==> src/hw/pmsm_pkg.sv <==
// package: constants and types shared by the motor drive supervisor
package pmsm_pkg;
  localparam int CLK_HZ = 125_000_000;
  localparam int CLK_NS = 8;
  // one protection check per carrier period, at the carrier valley
  localparam int CHECK_US          = 50;
  localparam int CHECK_CYCLES_DFLT = CHECK_US * 1000 / CLK_NS;
  localparam int ADC_FULL          = 4095;
  localparam logic [11:0] ADC_MID  = 12'h800;
  // bus voltage in 0.1 V, full scale 111.0 V
  localparam int VBUS_FS_DV = 1110;
  localparam int OV_DV      = 280;
  localparam int UV_DV      = 140;
  localparam logic [11:0] OV_CODE = 12'(OV_DV * ADC_FULL / VBUS_FS_DV);
  localparam logic [11:0] UV_CODE = 12'((UV_DV * ADC_FULL + VBUS_FS_DV - 1) / VBUS_FS_DV);
  // phase current in mA, span -10 A .. +10 A
  localparam int IFS_SPAN_MA        = 20000;
  localparam int IFS_MA             = 10000;
  localparam int OC_MA              = 3820;
  localparam logic [13:0] OC_OFS    = 14'(OC_MA * 2048 / IFS_MA);
  localparam int POS_FS_DDEG        = 1800;
  localparam int SPD_FS_RPM         = 2000;
  localparam int ENC_PPR            = 300;
  localparam int SPEED_LIMIT_RPM    = 3000;
  localparam int MIN_ENC_PERIOD_DFLT = CLK_HZ / ENC_PPR * 60 / SPEED_LIMIT_RPM;
  localparam int ENC_W_DFLT         = 24;
  localparam logic [15:0] ALIGN_TICKS = 16'h07D0;
  localparam int FLT_HW = 0;
  localparam int FLT_OC = 1;
  localparam int FLT_OV = 2;
  localparam int FLT_UV = 3;
  localparam int FLT_OS = 4;
  typedef enum logic [1:0] {SYS_STOPPED, SYS_DRIVING, SYS_ERROR} sys_mode_t;
  typedef enum logic [1:0] {RUN_IDLE, RUN_INIT, RUN_BOOT, RUN_DRIVE} run_mode_t;
  typedef enum logic [2:0] {PR_IDLE, PR_ACCEL, PR_CRUISE, PR_DECEL, PR_SETTLE, PR_DONE} prof_t;
endpackage

==> src/hw/pmsm_drive_supervisor.sv <==
// top: drive supervisor with modes, scaling, protection, profile and pwm
// Overview of operation
// - switch sampled each cycle; low starts the motor, high stops it.
// - position code maps linearly to +/-180 degrees around 0x800.
// - speed code maps linearly to 0..2000 rpm, direction from code half.
// - bus voltage code maps linearly, 0x000 is 0 V, 0xFFF is 111 V.
// - phase current codes map linearly, -10 A to +10 A.
// - bus voltage feeds modulation and under/over-voltage trips that stop pwm.
// - each phase switch is on while command exceeds the triangle carrier.
// - compare value follows voltage command divided by bus voltage.
// - system mode has three states: stopped, driving, error.
// - stop, run and reset come from the user; faults raise error.
// - run mode advances in order only while driving.
// - alignment in init and boot; vector control only in drive.
// - hardware over-current stop releases all pwm pins at once.
// - phase currents checked every 50 us, trip above 3.82 A.
// - bus voltage checked every 50 us, trip above 28 V.
// - bus voltage checked every 50 us, trip below 14 V.
// - rotor speed checked every 50 us, trip above 3000 rpm.
// - speed measured over one full encoder channel period.
// - trapezoidal position profile from target, accel, max speed and settle wait.
`timescale 1ns/1ps
module pmsm_drive_supervisor
  import pmsm_pkg::*;
#(
  parameter int CHECK_CYCLES   = CHECK_CYCLES_DFLT,
  parameter int MIN_ENC_PERIOD = MIN_ENC_PERIOD_DFLT,
  parameter int ENC_W          = ENC_W_DFLT
)(
  input  wire logic               clk,
  input  wire logic               rstn,
  input  wire logic               start_stop_switch,
  input  wire logic               reset_event,
  input  wire logic               hw_overcurrent_n,
  input  wire logic [11:0]        command_adc_channel,
  input  wire logic [11:0]        bus_voltage_adc_channel,
  input  wire logic [11:0]        u_current_adc_channel,
  input  wire logic [11:0]        w_current_adc_channel,
  input  wire logic signed [15:0] volt_cmd_u,
  input  wire logic signed [15:0] volt_cmd_v,
  input  wire logic signed [15:0] volt_cmd_w,
  input  wire logic               enc_a,
  input  wire logic               enc_b,
  input  wire logic signed [15:0] target_angle_input,
  input  wire logic [15:0]        acceleration_time_input,
  input  wire logic [15:0]        profile_max_speed_input,
  input  wire logic [15:0]        settle_wait_input,
  output logic [2:0]              pwm_out,
  output logic [2:0]              pwm_oe,
  output sys_mode_t               system_mode,
  output run_mode_t               run_mode,
  output logic                    d_axis_align,
  output logic                    vector_control_en,
  output logic [4:0]              fault_flags,
  output logic signed [15:0]      position_cmd_ddeg,
  output logic [10:0]             speed_cmd_rpm,
  output logic                    speed_cmd_ccw,
  output logic [11:0]             bus_voltage_dv,
  output logic signed [15:0]      u_current_ma,
  output logic signed [15:0]      w_current_ma,
  output logic [ENC_W-1:0]        enc_period,
  output logic signed [31:0]      position_ref,
  output logic                    profile_done
);
  localparam logic [11:0] HALF    = 12'(CHECK_CYCLES / 2);
  localparam logic [11:0] MID_CMP = 12'(CHECK_CYCLES / 4);

  typedef struct packed {
    sys_mode_t          sys;
    run_mode_t          run;
    logic               align;
    logic               vec;
    logic [11:0]        car;
    logic               up;
    logic               tick;
    logic [15:0]        stage;
    logic [4:0]         flt;
    logic [1:0]         ph;
    logic [4:0]         bits;
    logic               busy;
    logic [27:0]        num;
    logic [12:0]        rem;
    logic               vneg;
    logic [2:0][11:0]   shd;
    logic [2:0][11:0]   cmp;
    logic [ENC_W-1:0]   eper;
    logic               eok;
    prof_t              pst;
    logic               pneg;
    logic signed [31:0] pos;
    logic [15:0]        spd;
    logic [31:0]        frac;
    logic [31:0]        adist;
    logic [15:0]        pwait;
    logic               pdone;
    logic signed [15:0] pcmd;
    logic [10:0]        scmd;
    logic               sccw;
    logic [11:0]        vdc;
    logic signed [15:0] iu;
    logic signed [15:0] iw;
  } state_t;

  state_t             q, d;
  logic signed [12:0] cmd_ofs, iu_ofs, iw_ofs;
  logic signed [13:0] iv_ofs;
  logic [11:0]        cmd_mag;
  logic               oc_hit;
  logic [4:0]         det;
  logic               pwm_en;
  logic [12:0]        den;
  logic [13:0]        dv_t;
  logic [27:0]        nnum;
  logic [11:0]        qclip;
  logic               load;
  logic [1:0]         load_ph;
  logic signed [15:0] vsel;
  logic [15:0]        vmag;
  logic signed [31:0] tgt, remd, step;
  logic [31:0]        acc_cyc, nfrac;
  logic [ENC_W-1:0]   per_a, per_b;
  logic               val_a, val_b;

  function automatic logic [13:0] mag14(input logic signed [13:0] x);
    mag14 = x[13] ? 14'(-x) : x;
  endfunction

  always_comb
  begin
    d = q;
    // triangle carrier 0..HALF..0; tick marks each valley
    d.tick = 1'b0;
    if (q.up)
    begin
      d.car = q.car + 1'b1;
      if (q.car == HALF)
      begin
        d.up  = 1'b0;
        d.car = q.car - 1'b1;
      end
    end
    else if (q.car == 12'h000)
    begin
      d.up   = 1'b1;
      d.car  = 12'h001;
      d.tick = 1'b1;
    end
    else
      d.car = q.car - 1'b1;

    // command, voltage and current scaling
    cmd_ofs = $signed({1'b0, command_adc_channel}) - $signed({1'b0, ADC_MID});
    cmd_mag = command_adc_channel[11] ? command_adc_channel - ADC_MID : ADC_MID - command_adc_channel;
    d.pcmd  = 16'((32'(cmd_ofs) * POS_FS_DDEG) >>> 11);
    d.scmd  = 11'((32'(cmd_mag) * SPD_FS_RPM) >> 11);
    d.sccw  = !command_adc_channel[11];
    d.vdc   = 12'((32'(bus_voltage_adc_channel) * VBUS_FS_DV) / ADC_FULL);
    iu_ofs  = $signed({1'b0, u_current_adc_channel}) - $signed({1'b0, ADC_MID});
    iw_ofs  = $signed({1'b0, w_current_adc_channel}) - $signed({1'b0, ADC_MID});
    iv_ofs  = -(14'(iu_ofs) + 14'(iw_ofs));
    d.iu    = 16'((32'(iu_ofs) * IFS_SPAN_MA) / ADC_FULL);
    d.iw    = 16'((32'(iw_ofs) * IFS_SPAN_MA) / ADC_FULL);

    // protection: hardware stop any cycle, the rest once per check
    oc_hit = mag14(14'(iu_ofs)) > OC_OFS || mag14(14'(iw_ofs)) > OC_OFS || mag14(iv_ofs) > OC_OFS;
    det         = 5'h00;
    det[FLT_HW] = !hw_overcurrent_n;
    if (q.tick)
    begin
      det[FLT_OC] = oc_hit;
      det[FLT_OV] = bus_voltage_adc_channel > OV_CODE;
      det[FLT_UV] = bus_voltage_adc_channel < UV_CODE;
      det[FLT_OS] = q.eok && q.eper < ENC_W'(MIN_ENC_PERIOD);
    end
    // a fault seen in the clearing cycle stays set
    if (q.sys == SYS_ERROR && reset_event)
      d.flt = det;
    else
      d.flt = q.flt | det;

    // system mode, events from the user, fault has priority
    case (q.sys)
      SYS_STOPPED:
      begin
        if (!start_stop_switch)
          d.sys = SYS_DRIVING;
      end
      SYS_DRIVING:
      begin
        if (start_stop_switch)
          d.sys = SYS_STOPPED;
      end
      SYS_ERROR:
      begin
        if (reset_event)
          d.sys = SYS_STOPPED;
      end
      default:
        d.sys = SYS_STOPPED;
    endcase
    if (|det)
      d.sys = SYS_ERROR;

    // run mode sequence, timed in checks
    if (q.sys != SYS_DRIVING)
    begin
      d.run   = RUN_IDLE;
      d.stage = 16'h0000;
    end
    else
    begin
      case (q.run)
        RUN_IDLE:
          d.run = RUN_INIT;
        RUN_INIT, RUN_BOOT:
        begin
          if (q.tick)
          begin
            d.stage = q.stage + 1'b1;
            if (q.stage == ALIGN_TICKS - 1'b1)
            begin
              d.stage = 16'h0000;
              d.run   = (q.run == RUN_INIT) ? RUN_BOOT : RUN_DRIVE;
            end
          end
        end
        RUN_DRIVE:
          d.run = RUN_DRIVE;
        default:
          d.run = RUN_IDLE;
      endcase
    end
    d.align = d.run == RUN_INIT || d.run == RUN_BOOT;
    d.vec   = d.run == RUN_DRIVE;

    // serial divide: compare offset = |v| * HALF / (2 * vbus), one phase at a time
    den     = {bus_voltage_adc_channel, 1'b0};
    dv_t    = {q.rem, q.num[27]};
    nnum    = {q.num[26:0], 1'b0};
    qclip   = 12'h000;
    load    = 1'b0;
    load_ph = 2'd0;
    if (q.tick)
      d.cmp = q.shd; // new duty only at the valley, in the middle of the on-pulse
    if (q.tick && !q.busy)
      load = 1'b1;
    if (q.busy)
    begin
      if (dv_t >= {1'b0, den})
      begin
        d.rem   = 13'(dv_t - {1'b0, den});
        nnum[0] = 1'b1;
      end
      else
        d.rem = dv_t[12:0];
      d.num  = nnum;
      d.bits = q.bits + 1'b1;
      if (q.bits == 5'd27)
      begin
        // ratio above one saturates at full duty, or at zero duty when the command is negative
        qclip = (nnum > 28'(MID_CMP)) ? MID_CMP : nnum[11:0];
        d.shd[q.ph] = q.vneg ? MID_CMP - qclip : MID_CMP + qclip;
        d.busy = 1'b0;
        if (q.ph != 2'd2)
        begin
          load    = 1'b1;
          load_ph = q.ph + 1'b1;
        end
      end
    end
    case (load_ph)
      2'd0:    vsel = volt_cmd_u;
      2'd1:    vsel = volt_cmd_v;
      default: vsel = volt_cmd_w;
    endcase
    vmag = vsel[15] ? 16'(-vsel) : vsel;
    if (load)
    begin
      d.ph   = load_ph;
      d.busy = 1'b1;
      d.bits = 5'd0;
      d.rem  = 13'h0000;
      d.vneg = vsel[15];
      d.num  = 28'(vmag) * 28'(HALF);
    end

    // latest full-period measurement from either channel
    if (val_a)
    begin
      d.eper = per_a;
      d.eok  = 1'b1;
    end
    else if (val_b)
    begin
      d.eper = per_b;
      d.eok  = 1'b1;
    end

    // trapezoidal profile in 1/256 degree, speed per check
    tgt     = {{8{target_angle_input[15]}}, target_angle_input, 8'h00};
    remd    = q.pneg ? q.pos - tgt : tgt - q.pos;
    step    = {16'h0000, q.spd};
    acc_cyc = 32'(acceleration_time_input) * 32'(CHECK_CYCLES);
    nfrac   = q.frac + 32'(profile_max_speed_input);
    if (q.run != RUN_DRIVE)
    begin
      d.pst   = PR_IDLE;
      d.pos   = 32'sh0;
      d.spd   = 16'h0000;
      d.pdone = 1'b0;
    end
    else
    begin
      case (q.pst)
        PR_IDLE, PR_DONE:
        begin
          // a new move only starts once the last move has settled
          if (tgt != q.pos && profile_max_speed_input != 16'h0000)
          begin
            d.pst   = PR_ACCEL;
            d.pneg  = tgt < q.pos;
            d.spd   = 16'h0000;
            d.frac  = 32'h0;
            d.adist = 32'h0;
            d.pdone = 1'b0;
          end
        end
        PR_ACCEL, PR_CRUISE, PR_DECEL:
        begin
          // speed ramps per clock so the slope is exact over the accel time
          if (q.pst == PR_ACCEL)
          begin
            if (q.spd >= profile_max_speed_input)
              d.pst = PR_CRUISE;
            else if (nfrac >= acc_cyc)
            begin
              d.spd  = q.spd + 1'b1;
              d.frac = nfrac - acc_cyc;
            end
            else
              d.frac = nfrac;
          end
          else if (q.pst == PR_DECEL && q.spd > 16'h0001)
          begin
            if (nfrac >= acc_cyc)
            begin
              d.spd  = q.spd - 1'b1;
              d.frac = nfrac - acc_cyc;
            end
            else
              d.frac = nfrac;
          end
          if (q.tick)
          begin
            if (remd <= step)
            begin
              d.pos   = tgt;
              d.spd   = 16'h0000;
              d.pst   = PR_SETTLE;
              d.pwait = 16'h0000;
            end
            else
            begin
              d.pos = q.pneg ? q.pos - step : q.pos + step;
              if (q.pst == PR_ACCEL)
                d.adist = q.adist + 32'(step);
              if (q.pst != PR_DECEL && remd - step <= $signed(d.adist))
              begin
                d.pst  = PR_DECEL;
                d.frac = 32'h0;
              end
            end
          end
        end
        PR_SETTLE:
        begin
          if (q.tick)
          begin
            d.pwait = q.pwait + 1'b1;
            if (q.pwait == settle_wait_input)
            begin
              d.pst   = PR_DONE;
              d.pdone = 1'b1;
            end
          end
        end
        default:
          d.pst = PR_IDLE;
      endcase
    end
  end

  // pwm pins are released the cycle after any fault is seen
  assign pwm_en = q.sys == SYS_DRIVING && q.run != RUN_IDLE && det == 5'h00;

  always_ff @(posedge clk or negedge rstn)
  begin
    if (!rstn)
      q <= '0;
    else
      q <= d;
  end

  for (genvar i = 0; i < 3; i++)
  begin : g_phase
    pwm_phase #(.W(12)) u_phase (
      .clk     (clk),
      .rstn    (rstn),
      .carrier (q.car),
      .compare (q.cmp[i]),
      .en      (pwm_en),
      .pwm_q   (pwm_out[i]),
      .oe_q    (pwm_oe[i])
    );
  end

  enc_period #(.W(ENC_W)) u_enc_a (
    .clk      (clk),
    .rstn     (rstn),
    .chan     (enc_a),
    .period_q (per_a),
    .valid_q  (val_a)
  );

  enc_period #(.W(ENC_W)) u_enc_b (
    .clk      (clk),
    .rstn     (rstn),
    .chan     (enc_b),
    .period_q (per_b),
    .valid_q  (val_b)
  );

  assign system_mode       = q.sys;
  assign run_mode          = q.run;
  assign d_axis_align      = q.align;
  assign vector_control_en = q.vec;
  assign fault_flags       = q.flt;
  assign position_cmd_ddeg = q.pcmd;
  assign speed_cmd_rpm     = q.scmd;
  assign speed_cmd_ccw     = q.sccw;
  assign bus_voltage_dv    = q.vdc;
  assign u_current_ma      = q.iu;
  assign w_current_ma      = q.iw;
  assign enc_period        = q.eper;
  assign position_ref      = q.pos;
  assign profile_done      = q.pdone;

  // checker helpers: cycles since the last check
  logic [15:0] gap_q;
  logic        seen_q;
  always_ff @(posedge clk or negedge rstn)
  begin
    if (!rstn)
    begin
      gap_q  <= 16'h0000;
      seen_q <= 1'b0;
    end
    else
    begin
      gap_q  <= q.tick ? 16'h0000 : gap_q + 1'b1;
      seen_q <= seen_q | q.tick;
    end
  end
endmodule

==> src/hw/pwm_phase.sv <==
// one phase of triangle-compare pwm with output enable
`timescale 1ns/1ps
module pwm_phase
  import pmsm_pkg::*;
#(
  parameter int W = 12
)(
  input  wire logic         clk,
  input  wire logic         rstn,
  input  wire logic [W-1:0] carrier,
  input  wire logic [W-1:0] compare,
  input  wire logic         en,
  output logic              pwm_q,
  output logic              oe_q
);
  typedef struct packed {
    logic pwm;
    logic oe;
  } pwm_state_t;

  pwm_state_t q, d;

  always_comb
  begin
    d.oe  = en;
    d.pwm = en && (compare > carrier);
  end

  always_ff @(posedge clk or negedge rstn)
  begin
    if (!rstn)
      q <= '0;
    else
      q <= d;
  end

  assign pwm_q = q.pwm;
  assign oe_q  = q.oe;
endmodule

==> src/hw/enc_period.sv <==
// full-period edge timer for one encoder channel
`timescale 1ns/1ps
module enc_period
  import pmsm_pkg::*;
#(
  parameter int W = 24
)(
  input  wire logic         clk,
  input  wire logic         rstn,
  input  wire logic         chan,
  output logic [W-1:0]      period_q,
  output logic              valid_q
);
  typedef struct packed {
    logic         prev;
    logic         arm;
    logic         sat;
    logic [W-1:0] cnt;
    logic [W-1:0] per;
    logic         val;
  } enc_state_t;

  enc_state_t q, d;
  logic       rise;

  always_comb
  begin
    d      = q;
    d.val  = 1'b0;
    d.prev = chan;
    rise   = chan && !q.prev;
    if (rise)
    begin
      // rising to rising spans both edge types, so duty error cancels
      d.cnt = '0;
      d.arm = 1'b1;
      d.sat = 1'b0;
      if (q.arm)
      begin
        d.per = (&q.cnt) ? q.cnt : q.cnt + 1'b1;
        d.val = 1'b1;
      end
    end
    else if (&q.cnt)
    begin
      // stalled shaft reports the slowest period once
      if (!q.sat && q.arm)
      begin
        d.per = q.cnt;
        d.val = 1'b1;
        d.sat = 1'b1;
      end
    end
    else
      d.cnt = q.cnt + 1'b1;
  end

  always_ff @(posedge clk or negedge rstn)
  begin
    if (!rstn)
      q <= '0;
    else
      q <= d;
  end

  assign period_q = q.per;
  assign valid_q  = q.val;
endmodule

==> config.mk <==
export PLATFORM = sky130hd
export DESIGN_NAME = pmsm_drive_supervisor
export DESIGN_NICKNAME = d
export VERILOG_FILES = /design/src/hw/pmsm_pkg.sv /design/src/hw/pmsm_drive_supervisor.sv /design/src/hw/pwm_phase.sv /design/src/hw/enc_period.sv
export SDC_FILE = /design/constraint.sdc
export NUM_CORES = 2
export LEC_CHECK = 0
export ABC_CLOCK_PERIOD_IN_PS = 9750
export CAP_MARGIN = 20
export CORE_MARGIN = 2
export CORE_UTILIZATION = 46
export DETAILED_ROUTE_END_ITERATION = 10
export DONT_BUFFER_PORTS = 1
export PLACE_DENSITY_LB_ADDON = 0.12
export SYNTH_ARGS = -nofsm -noshare
export SYNTH_HDL_FRONTEND = slang
export SYNTH_SLANG_ARGS = --single-unit
==> constraint.sdc <==
create_clock -name clk -period 9.75 [get_ports clk]
set_input_delay 0.4875 -clock clk [delete_from_list [all_inputs] [get_ports clk]]
set_output_delay 0.4875 -clock clk [all_outputs]
set_load 0.05 [all_outputs]
==> qor.csv <==
metric;value;unit
route.vias.total;71500;
synthTopCellsByArea;dfrtp_1, ha_1, fa_1;
grt_pass1_wl;371000;um
worstPathRequired;10.30;ns
yosys_warnings;0;
avgSynthCellArea;8.07;sq um
cts-buffers-inserted;68;
insertion_delay;0.70;ns
cp_max_fo;9;
start_util;0.464;
yosysMostFrequentCell;ha_1;
design.die.area;157000;sq um
tightest_slew;1.11;ns
nets;11700;
max_stage_delay;0.56;ns
design.core.area;152000;sq um
drive_gt1_frac;0.302;
timing.fmax;59.0;MHz
cpMaxStageDelayCell;or4_4;
cts_root_buf;clkbuf_16;
track_usage;0.286;
routed_wl;233000;um
dp.cells;12200;
worst-path-buf-inv;18;
vias_per_cell;5.68;
htree_levels;3;
first_global_vias;70600;
clk_pin_slew;0.06;ns
fin_skew;0.0463;ns
gp_congestion;0.959;
setup_slack;-7.19;ns
yosysSeqAreaShare;0.177;
min_period_over_period;1.74;
area_growth;34.5;%
grt_antenna_before_repair;8;
synth-seq-cells;499;
critPathTopFamily;compound AO/OA/AOI/OAI gates;
firstDrtPassIters;6;
fp.dieH;396;um
antenna_left;0;
tns;-205.69;ns
setup_viol;38;
worstSetupEndpointType;flip-flop;
dpl.hpwl;185000;um
synth_commonest_cells;ha_1, inv_1, nand2_1;
maxCapViolCount;0;
critPathKind;in -> reg;
synth_top_area_cell;dfrtp_1;
cp-start-kind;input port;
finalHoldViolations;0;
arrival;17.49;ns
numPortBuffers;0;
tritoncts;done;
period_needed;16.94;ns
cts_sinks;499;
violations;setup timing;
synth.net_count;10000;
first_iter_violations;4362;
grt_setup_unrepaired;true;
grt_max_degree;500;
ys.flop_type;dfrtp_1;
wl_per_cell;18.5;um
instances_no_fill;12600;
clk_path_buf_depth;3;
outcome;finished with violations;
ys_types;142;
drv_slew;0;
num_rows;143;
overflow;0;
maxSlewHeadroom;0.257;
remaining_drc_errors;0;
hp-class;in -> reg;
worst_path_most_repeated_cell;buf_4;
postSynth.asyncResetShare;1.00;
syn_inst;8765;
synth_edf_count;0;
synth_top_area_frac;0.177;
syn_area;70700;sq um
die_x;396;um
pin_count;313;
==> metrics by stage <==
| step | hold WS, ns | instance area [sq um] | worst slack (ns) | utilization |
|---|---|---|---|---|
| floorplan | 0.192 | 72800 | -7.80 | - |
| global placement | 0.203 | 86900 | -7.84 | 0.571 |
| detailed placement | 0.204 | 86900 | -8.24 | 0.571 |
| CTS | -0.560 | 91800 | -6.78 | 0.603 |
| global route | 0.0970 | 95100 | -7.86 | 0.624 |
| finish | 0.101 | 95100 | -7.19 | 0.624 |
==> worst min-delay path: cells and delay by family <==
family	cells	cell delay (ns)
simple gates	3	0.25
==> cell families after synthesis <==
kind of cell	share of synthesized area
muxes	0.0292
xor gates and xnor gates	0.0832
AOI/OAI and AO/OA	0.229
adders and majority gates	0.215
DFF	0.177
and+or+nand+nor	0.197
buffers and inverters	0.0709
==> per-layer routing <==
| metal | vias up | global-route usage | wire length (um) | part of all wire |
|---|---|---|---|---|
| li1 | 35000 | - | - | - |
| met1 | 34500 | 0.378 | 104000 | 0.45 |
| met2 | 1595 | 0.485 | 110000 | 0.47 |
| met3 | 338 | 0.0418 | 11700 | 0.050 |
| met4 | 14 | 0.0798 | 6320 | 0.027 |
| met5 | - | 0 | 88 | 0.00038 |
==> flip-flops by register name (all words and copies together) (netlist names), 2 cells and up <==
signal                 flops
bus_voltage_dv            12
dv_t                      14
fault_flags                5
enc_period                24
u_enc_a.q                 27
w_current_ma              16
u_current_ma              16
u_enc_b.period_q          24
speed_cmd_rpm             11
run_mode                   2
g_phase.u_phase.pwm_q      3
u_enc_a.period_q          24
nnum                      27
q                        212
position_cmd_ddeg         14
position_ref              32
u_enc_b.q                 27
system_mode                2
==> cell type report <==
cell class                 instances  area (sq um)
inverter                         713          2750
timing repair buffer            2084         16200
fill                           13200         57200
clock buffer                      89          1930
sequential                       499         12500
tap                             2030          2540
multi-input combinational       7128         58800
antenna                            1          2.50
clock inverter                    35           412
==> what timing repair did <==
item / 4_1_cts / 5_1_grt
pin swaps: 159 / 263
setup endpoints to repair: 38 / 38
hold buffers: 19 / 1
setup buffers: 95 / 117
cloned: 0 / 1
gates resized for setup: 325 / 421
hold endpoints to repair: 518 / 156
==> worst paths after layout <==
| kind | start | endpoint | slack, ns | cells past startpoint |
|---|---|---|---|---|
| max in group asynchronous | rstn | w_current_ma[13] | 6.60 | 4 |
| min | hw_overcurrent_n | system_mode[0] | 0.10 | 3 |
| min in group asynchronous | rstn | bus_voltage_dv[7] | 0.27 | 1 |
| max reg2reg | q[345] | nnum[27] | 0.87 | 41 |
| min reg2reg | q[278] | q[242] | 0.48 | 2 |
| max | w_current_adc_channel[4] | w_current_ma[14] | -7.19 | 83 |
==> cell usage in the layout (no fill, tap or decap), drive strengths merged, types with 86 or more instances in the layout <==
master | Yosys | routed
a211oi | 86 | 86
nand2 | 695 | 695
xor2 | 198 | 198
fa | 238 | 238
and3 | 118 | 118
inv | 709 | 711
o21bai | 126 | 126
o21ai | 561 | 561
mux2 | 88 | 88
nor4 | 103 | 103
a31oi | 107 | 107
mux2i | 106 | 106
nor3 | 266 | 266
clkbuf | 205 | 89
ha | 831 | 831
buf | 220 | 2064
nand4 | 152 | 152
nand3 | 226 | 226
nor2 | 692 | 692
a21oi | 580 | 580
dfrtp | 499 | 499
a21o | 174 | 174
xnor2 | 472 | 472
Power is not shown: default switching activity piles up to over one toggle a cycle in this logic, so the estimate is an artifact.
